**config.mk**
```make
export PLATFORM = sky130hd
export DESIGN_NAME = board_area_decode
export DESIGN_NICKNAME = d
export VERILOG_FILES = /design/src/pkg/board_glue_pkg.sv /design/src/hw/strap_capture.sv /design/src/hw/source_combiner.sv /design/src/hw/board_area_decode.sv
export SDC_FILE = /design/constraint.sdc
export NUM_CORES = 1
export LEC_CHECK = 0
export ABC_CLOCK_PERIOD_IN_PS = 1630
export BUFFER_PORTS_ARGS = -buffer_cell sky130_fd_sc_hd__buf_4
export CAP_MARGIN = 10
export CORE_MARGIN = 5
export CORE_UTILIZATION = 30
export DETAILED_ROUTE_END_ITERATION = 7
export GPL_TIMING_DRIVEN = 0
export HOLD_SLACK_MARGIN = 0.05
export PLACE_DENSITY = 0.66
export SKIP_CTS_REPAIR_TIMING = 1
export SYNTH_ARGS = -nofsm -noshare
export SYNTH_HDL_FRONTEND = slang
export SYNTH_HIERARCHICAL = 1
export SYNTH_SLANG_ARGS = --single-unit
```
**constraint.sdc**
```tcl
create_clock -name ref_clk -period 1.63 [get_ports ref_clk]
set_input_delay 0.326 -clock ref_clk [delete_from_list [all_inputs] [get_ports ref_clk]]
set_output_delay 0.326 -clock ref_clk [all_outputs]
set_load 0.02 [all_outputs]
```
**src/pkg/board_glue_pkg.sv**
```systemverilog
// shared constants and carriers for the board area decode and nmi gating
`default_nettype none
package board_glue_pkg;
  // cpu area codes
  localparam logic [2:0] AREA_0 = 3'h0;
  localparam logic [2:0] AREA_1 = 3'h1;
  localparam logic [2:0] AREA_2 = 3'h2;
  localparam logic [2:0] AREA_3 = 3'h3;
  localparam logic [2:0] AREA_4 = 3'h4;
  localparam logic [2:0] AREA_5 = 3'h5;
  localparam logic [2:0] AREA_6 = 3'h6;
  // area 0 eprom offset width in bits: 512 kbytes socket window
  localparam int EPROM_ADDR_BITS = 19;
  localparam int AREA_ADDR_BITS = 26;
  // bus width codes
  localparam logic [1:0] WIDTH_16 = 2'h1;
  localparam logic [1:0] WIDTH_32 = 2'h2;
  // nmi mask register bit positions
  localparam int MASK_EXT_NMI_BIT = 0;
  localparam int MASK_UPPER_EN_BIT = 1;
  localparam logic [7:0] NMI_MASK_RESET = 8'h00;
  // power-on strap capture delay, cycles after reset release
  localparam logic [3:0] STRAP_SETTLE_CYCLES = 4'h8;

  typedef struct packed {
    logic flash;
    logic eprom;
    logic sysreg;
    logic sdram;
    logic expansion;
  } target_sel_t;

  typedef struct packed {
    logic valid;
    logic [2:0] area;
    logic [AREA_ADDR_BITS-1:0] offset;
  } cpu_access_t;
endpackage : board_glue_pkg
`default_nettype wire

```
**src/hw/strap_capture.sv**
```systemverilog
// power-on capture of the boot mode jumper
`default_nettype none
module strap_capture
  import board_glue_pkg::*;
(
  input wire logic ref_clk, // board clock
  input wire logic reset_n, // async reset, active low
  input wire logic strap_closed, // jumper level, high when closed
  output logic mode_latched, // high: eprom boot mode
  output logic done // capture complete
);
  logic [3:0] cnt_reg;
  logic [3:0] cnt_next;
  logic mode_reg;
  logic mode_next;
  logic done_reg;
  logic done_next;

  always_comb begin
    cnt_next = cnt_reg;
    mode_next = mode_reg;
    done_next = done_reg;
    if (!done_reg) begin
      if (cnt_reg == STRAP_SETTLE_CYCLES) begin
        mode_next = strap_closed;
        done_next = 1'b1;
      end else begin
        cnt_next = cnt_reg + 4'h1;
      end
    end
  end

  always_ff @(posedge ref_clk or negedge reset_n) begin
    if (!reset_n) begin
      cnt_reg <= 4'h0;
      mode_reg <= 1'b0;
      done_reg <= 1'b0;
    end else begin
      cnt_reg <= cnt_next;
      mode_reg <= mode_next;
      done_reg <= done_next;
    end
  end

  assign mode_latched = mode_reg;
  assign done = done_reg;
endmodule : strap_capture
`default_nettype wire

```
**src/hw/source_combiner.sv**
```systemverilog
// or of active-low request sources with per-source mask
`default_nettype none
module source_combiner #(
  parameter int N = 2
) (
  input wire logic [N-1:0] src_n, // active-low sources
  input wire logic [N-1:0] src_mask, // high blocks that source
  output logic out_n // active low, low while any unmasked source low
);
  assign out_n = ~|(~src_n & ~src_mask);
endmodule : source_combiner
`default_nettype wire

```
**src/hw/board_area_decode.sv**
```systemverilog
// board area decode, boot mode swap, reset and nmi combining
`default_nettype none
// Operation
// normal boot: area 0 is monitor flash, 32-bit bus
// eprom boot: area 0 bus width becomes 16 bits
// eprom boot: eprom decoded in first 512 kbytes of area 0
// eprom boot: monitor flash moves from area 0 to area 2
// eprom boot: no expansion access through area 2
// jumper sampled at power-on; closed selects eprom boot
// area 1 is the system register area, with network controller
// area 3 is 64 Mbyte sdram, 32-bit bus in every mode
// software keeps top 0.5 Mbyte of area 3 for monitor work
// areas 4, 5, 6 and normal-mode area 2 go to expansion
// areas 5 and 6 pass only when the enable bit is set
// external reset point or any board source resets the cpu
// external nmi point joins board nmi sources for cpu nmi
// software can mask the external nmi point
// reset and nmi outputs active low, asserted by any unmasked source
module board_area_decode
  import board_glue_pkg::*;
(
  input wire logic ref_clk, // 25 MHz board clock
  input wire logic reset_n, // async reset, active low
  input wire logic boot_rom_mode_jumper, // high when jumper closed
  input wire cpu_access_t cpu_access, // decoded cpu cycle
  input wire logic mask_wr, // write strobe for nmi mask register
  input wire logic [7:0] mask_wdata, // data for nmi mask register
  input wire logic ext_reset_test_point_n, // external reset, active low
  input wire logic ext_nmi_test_point_n, // external nmi, active low
  input wire logic power_on_reset_n, // board power-on reset source
  input wire logic manual_reset_n, // board manual reset source
  input wire logic abort_nmi_n, // board abort switch nmi source
  output target_sel_t target_sel, // selected board target
  output logic [1:0] area_bus_width, // width code for current access
  output logic [AREA_ADDR_BITS-1:0] target_offset, // offset in target
  output logic area2_select, // expansion area 2 select
  output logic area5_select, // expansion area 5 select
  output logic area6_select, // expansion area 6 select
  output logic eprom_mode, // latched boot mode
  output logic [7:0] board_nmi_mask_register, // mask register value
  output logic cpu_reset_n, // cpu reset, active low
  output logic cpu_nmi_n // cpu nmi, active low
);
  logic mode_now;
  logic mode_done;
  logic rst_comb_n;
  logic nmi_comb_n;

  logic [7:0] mask_reg;
  logic [7:0] mask_next;
  target_sel_t sel_reg;
  target_sel_t sel_next;
  logic [1:0] width_reg;
  logic [1:0] width_next;
  logic [AREA_ADDR_BITS-1:0] off_reg;
  logic [AREA_ADDR_BITS-1:0] off_next;
  logic a2_reg;
  logic a2_next;
  logic a5_reg;
  logic a5_next;
  logic a6_reg;
  logic a6_next;
  logic rst_reg;
  logic nmi_reg;
  logic mode_reg;

  strap_capture u_strap (
    .ref_clk(ref_clk),
    .reset_n(reset_n),
    .strap_closed(boot_rom_mode_jumper),
    .mode_latched(mode_now),
    .done(mode_done)
  );

  source_combiner #(.N(3)) u_reset_or (
    .src_n({ext_reset_test_point_n, power_on_reset_n, manual_reset_n}),
    .src_mask(3'h0),
    .out_n(rst_comb_n)
  );

  source_combiner #(.N(2)) u_nmi_or (
    .src_n({ext_nmi_test_point_n, abort_nmi_n}),
    .src_mask({mask_reg[MASK_EXT_NMI_BIT], 1'b0}),
    .out_n(nmi_comb_n)
  );

  // mask register, software written
  always_comb begin
    mask_next = mask_reg;
    if (mask_wr) begin
      mask_next = mask_wdata;
    end
  end

  // area decode; no target until the boot strap is latched
  always_comb begin
    sel_next = '0;
    width_next = WIDTH_32;
    off_next = cpu_access.offset;
    a2_next = 1'b0;
    a5_next = 1'b0;
    a6_next = 1'b0;
    if (cpu_access.valid && mode_done) begin
      case (cpu_access.area)
        AREA_0: begin
          if (mode_now) begin
            width_next = WIDTH_16;
            if (cpu_access.offset[AREA_ADDR_BITS-1:EPROM_ADDR_BITS] == '0)
            begin
              sel_next.eprom = 1'b1;
            end
          end else begin
            sel_next.flash = 1'b1;
            width_next = WIDTH_32;
          end
        end
        AREA_1: begin
          sel_next.sysreg = 1'b1;
        end
        AREA_2: begin
          if (mode_now) begin
            sel_next.flash = 1'b1;
            width_next = WIDTH_32;
            a2_next = 1'b0;
          end else begin
            sel_next.expansion = 1'b1;
            a2_next = 1'b1;
          end
        end
        AREA_3: begin
          sel_next.sdram = 1'b1;
          width_next = WIDTH_32;
        end
        AREA_4: begin
          sel_next.expansion = 1'b1;
        end
        AREA_5: begin
          sel_next.expansion = mask_reg[MASK_UPPER_EN_BIT];
          a5_next = mask_reg[MASK_UPPER_EN_BIT];
        end
        AREA_6: begin
          sel_next.expansion = mask_reg[MASK_UPPER_EN_BIT];
          a6_next = mask_reg[MASK_UPPER_EN_BIT];
        end
        default: begin
          sel_next = '0;
        end
      endcase
    end
  end

  always_ff @(posedge ref_clk or negedge reset_n) begin
    if (!reset_n) begin
      mask_reg <= NMI_MASK_RESET;
      sel_reg <= '0;
      width_reg <= WIDTH_32;
      off_reg <= '0;
      a2_reg <= 1'b0;
      a5_reg <= 1'b0;
      a6_reg <= 1'b0;
      rst_reg <= 1'b0;
      nmi_reg <= 1'b1;
      mode_reg <= 1'b0;
    end else begin
      mask_reg <= mask_next;
      sel_reg <= sel_next;
      width_reg <= width_next;
      off_reg <= off_next;
      a2_reg <= a2_next;
      a5_reg <= a5_next;
      a6_reg <= a6_next;
      rst_reg <= rst_comb_n;
      nmi_reg <= nmi_comb_n;
      mode_reg <= mode_now;
    end
  end

  assign target_sel = sel_reg;
  assign area_bus_width = width_reg;
  assign target_offset = off_reg;
  assign area2_select = a2_reg;
  assign area5_select = a5_reg;
  assign area6_select = a6_reg;
  assign eprom_mode = mode_reg;
  assign board_nmi_mask_register = mask_reg;
  assign cpu_reset_n = rst_reg;
  assign cpu_nmi_n = nmi_reg;
endmodule : board_area_decode
`default_nettype wire

```
==> results.yml <==
synth:
  synth_cells: 108
  synth_flop_cell: "dfrtp_1"
  synth_fa_ha_area_frac: 0.0144
  async_flop_share: 1.00
  ys_warn_count: 6
  synth_seq_cells: 53
  yosys.area_share.xor_xnor: 0.0194
  synth_area_leaders: "dfrtp_1 73%, mux2_2 6.5%, dfstp_2 3.0%, nor3_1 1.7%, ha_1 1.4%"
  synth_top_family_by_area: "simple AND/OR/NAND/NOR gates"
  synth_area_per_cell_um2: 16.1
  synth.distinct_cells: 29
  synth_compound_area_frac: 0.0237
  seq_area_frac_synth: 0.763
  yosysTopAreaCellShare: 0.733
  synth_edf_count: 0
  netlist_area_um2: 1740
  synthMuxAreaShare: 0.0647
  synth_area_leader_cell: "dfrtp_1"
  synthSimpleGateAreaFrac: 0.0899
placed_design:
  dp_hpwl_mm: 2.99
  port_buffers: 91
  placed_cells: 274
  gp_congestion: 0.759
job:
  cap_violations: 0
floorplan:
  die_w_um: 86.2
  io_pins: 94
  die_y_um: 86.2
  dieArea_um2: 7420
  placementRows: 27
  start_util: 0.312
  core_area_um2: 5570
sta:
  final-hold-violation-count: 0
  worst_slew_pin_slew_ns: 0.646
  relSlewSlack: 0.569
  fmax_mhz: 691
  slew_viol_final: 0
  setup_tns_ns: 0
  hold_ws_ns: 0.0460
  rsz0062_at_grt: "false"
  min_period_ns: 1.45
  finalCritPeriodShare: 0.888
  setup_viol: 0
  fin_skew_ns: 0.00737
finish:
  syn2layout_area_growth_pct: 52.0
  finalNetCount: 258
  final_common_cell: "buf_4"
  drive_gt1_frac: 0.562
  post-route-util: 0.475
  largest_reg_flops: 26
  fin_cells: 282
  final_cell_mix: "91 x buf_4, 51 x dfrtp_1, 10 x mux2_2"
  n_antenna_cell: 0
global_route:
  grt_pass1_wl_mm: 6.21
  use_met2: 0.185
  grt_pass1_vias: 1285
  met1_usage: 0.124
  gr-max-usage-layer: "met2"
  grt_antenna_before_repair: 0
  use_met3: 0.0442
  overflow: 0
  grt_max_degree: 54
  grt_usage: 0.108
clock_network:
  htree_levels: 2
  clock_latency_ns: 0.30
  clock-sinks: 53
  root_buffer: "clkbuf_8"
  cts_buffer_depth: 2
  numCtsBuffers: 5
  clk_pin_slew_ns: 0.09
  cts_tree: "yes"
route:
  dr.pass1.iters: 4
  viasPerCell: 4.24
  wire_per_inst_um: 13.5
  vias: 1195
  wl_mm: 3.81
  drt-initial-drc-count: 30
  drc: 0
  ant_nets: 0
worst_setup_path:
  arrival_ns: 1.63
  required_ns: 1.81
  rr_worst_depth: 4
  end_kind: "flop"
  reg2reg_slack_ns: 0.18
  reg2reg_to: "u_strap/cnt_reg[1]"
  timing.rr.start: "u_strap/cnt_reg[0]"
  critPathKind: "reg2reg"
  start_kind: "flop"
  crit_fanout: 3
power:
  power_density_nw_per_um2: 1010
  power_w: 0.00267
  peakVddDrop_mv: 0.515
  p_leak_nw: 1.30
run_status:
  status: "completed"
worst_hold_path:
  min_path_type: "in2async"
-- cell usage after synthesis, drive strengths merged (2+ instances only) --
master	number
nor4	3
inv	6
xnor2	2
dfrtp	51
dfstp	2
buf	2
nor3	6
nand2	4
nor2	3
ha	2
nor2b	2
nand3	3
mux2	10
-- layer usage --
| layer | vias up | share of wire |
|---|---|---|
| met5 | - | 0 |
| met4 | 0 | 0.011 |
| met3 | 5 | 0.10 |
| met2 | 55 | 0.52 |
| met1 | 577 | 0.37 |
| li1 | 558 | - |
-- layout make-up --
class / count / area [um^2]
clock inverter: 2 / 37.5
inverter: 6 / 22.5
tap: 72 / 90.1
sequential: 53 / 1330
multi-input combinational: 50 / 384
fill: 512 / 2930
clock buffer: 6 / 82.6
buffer: 2 / 16.3
timing repair buffer: 91 / 683
-- power breakdown --
part / internal, W / total, W / switching, W
combinational: 0.000182 / 0.000363 / 0.000182
sequential: 0.00138 / 0.00141 / 0.0000271
clock: 0.000499 / 0.000901 / 0.000402
total: 0.00206 / 0.00267 / 0.000610
-- logic make-up (layout without fill, tap and decap cells) --
family / Yosys count / after routing
flops: 53 / 53
simple gates: 25 / 25
mux: 10 / 10
buf+inv: 8 / 107
compound gates: 6 / 6
xor+xnor: 3 / 3
fa+ha+maj: 2 / 2
other cells: 1 / 4
-- worst max-delay path by stage --
| stage | startpoint | to |
|---|---|---|
| 6_report | u_strap/cnt_reg[0] | u_strap/cnt_reg[1] |
| 3_5_place_dp | u_strap/cnt_reg[0] | u_strap/cnt_reg[1] |
| 4_1_cts | u_strap/cnt_reg[0] | u_strap/cnt_reg[1] |
| 2_1_floorplan | u_strap/cnt_reg[0] | u_strap/cnt_reg[1] |
| 3_3_place_gp | u_strap/cnt_reg[0] | u_strap/cnt_reg[1] |
| 5_1_grt | u_strap/cnt_reg[0] | u_strap/cnt_reg[1] |
-- through the flow --
step / instance area (um^2) / setup slack [ns]
2_1_floorplan: 1750 / 0.284
3_3_place_gp: 2520 / 0.201
3_5_place_dp: 2520 / 0.204
4_1_cts: 2650 / 0.187
5_1_grt: 2650 / 0.0881
6_report: 2650 / 0.182
-- worst max-delay path, cell delays in order, from the launching register on --
cell	delay [ns]
dfrtp_1	0.36
inv_1	0.08
ha_1	0.21
a31oi_1	0.32
mux2_2	0.38
(Power assumes the default switching activity.)
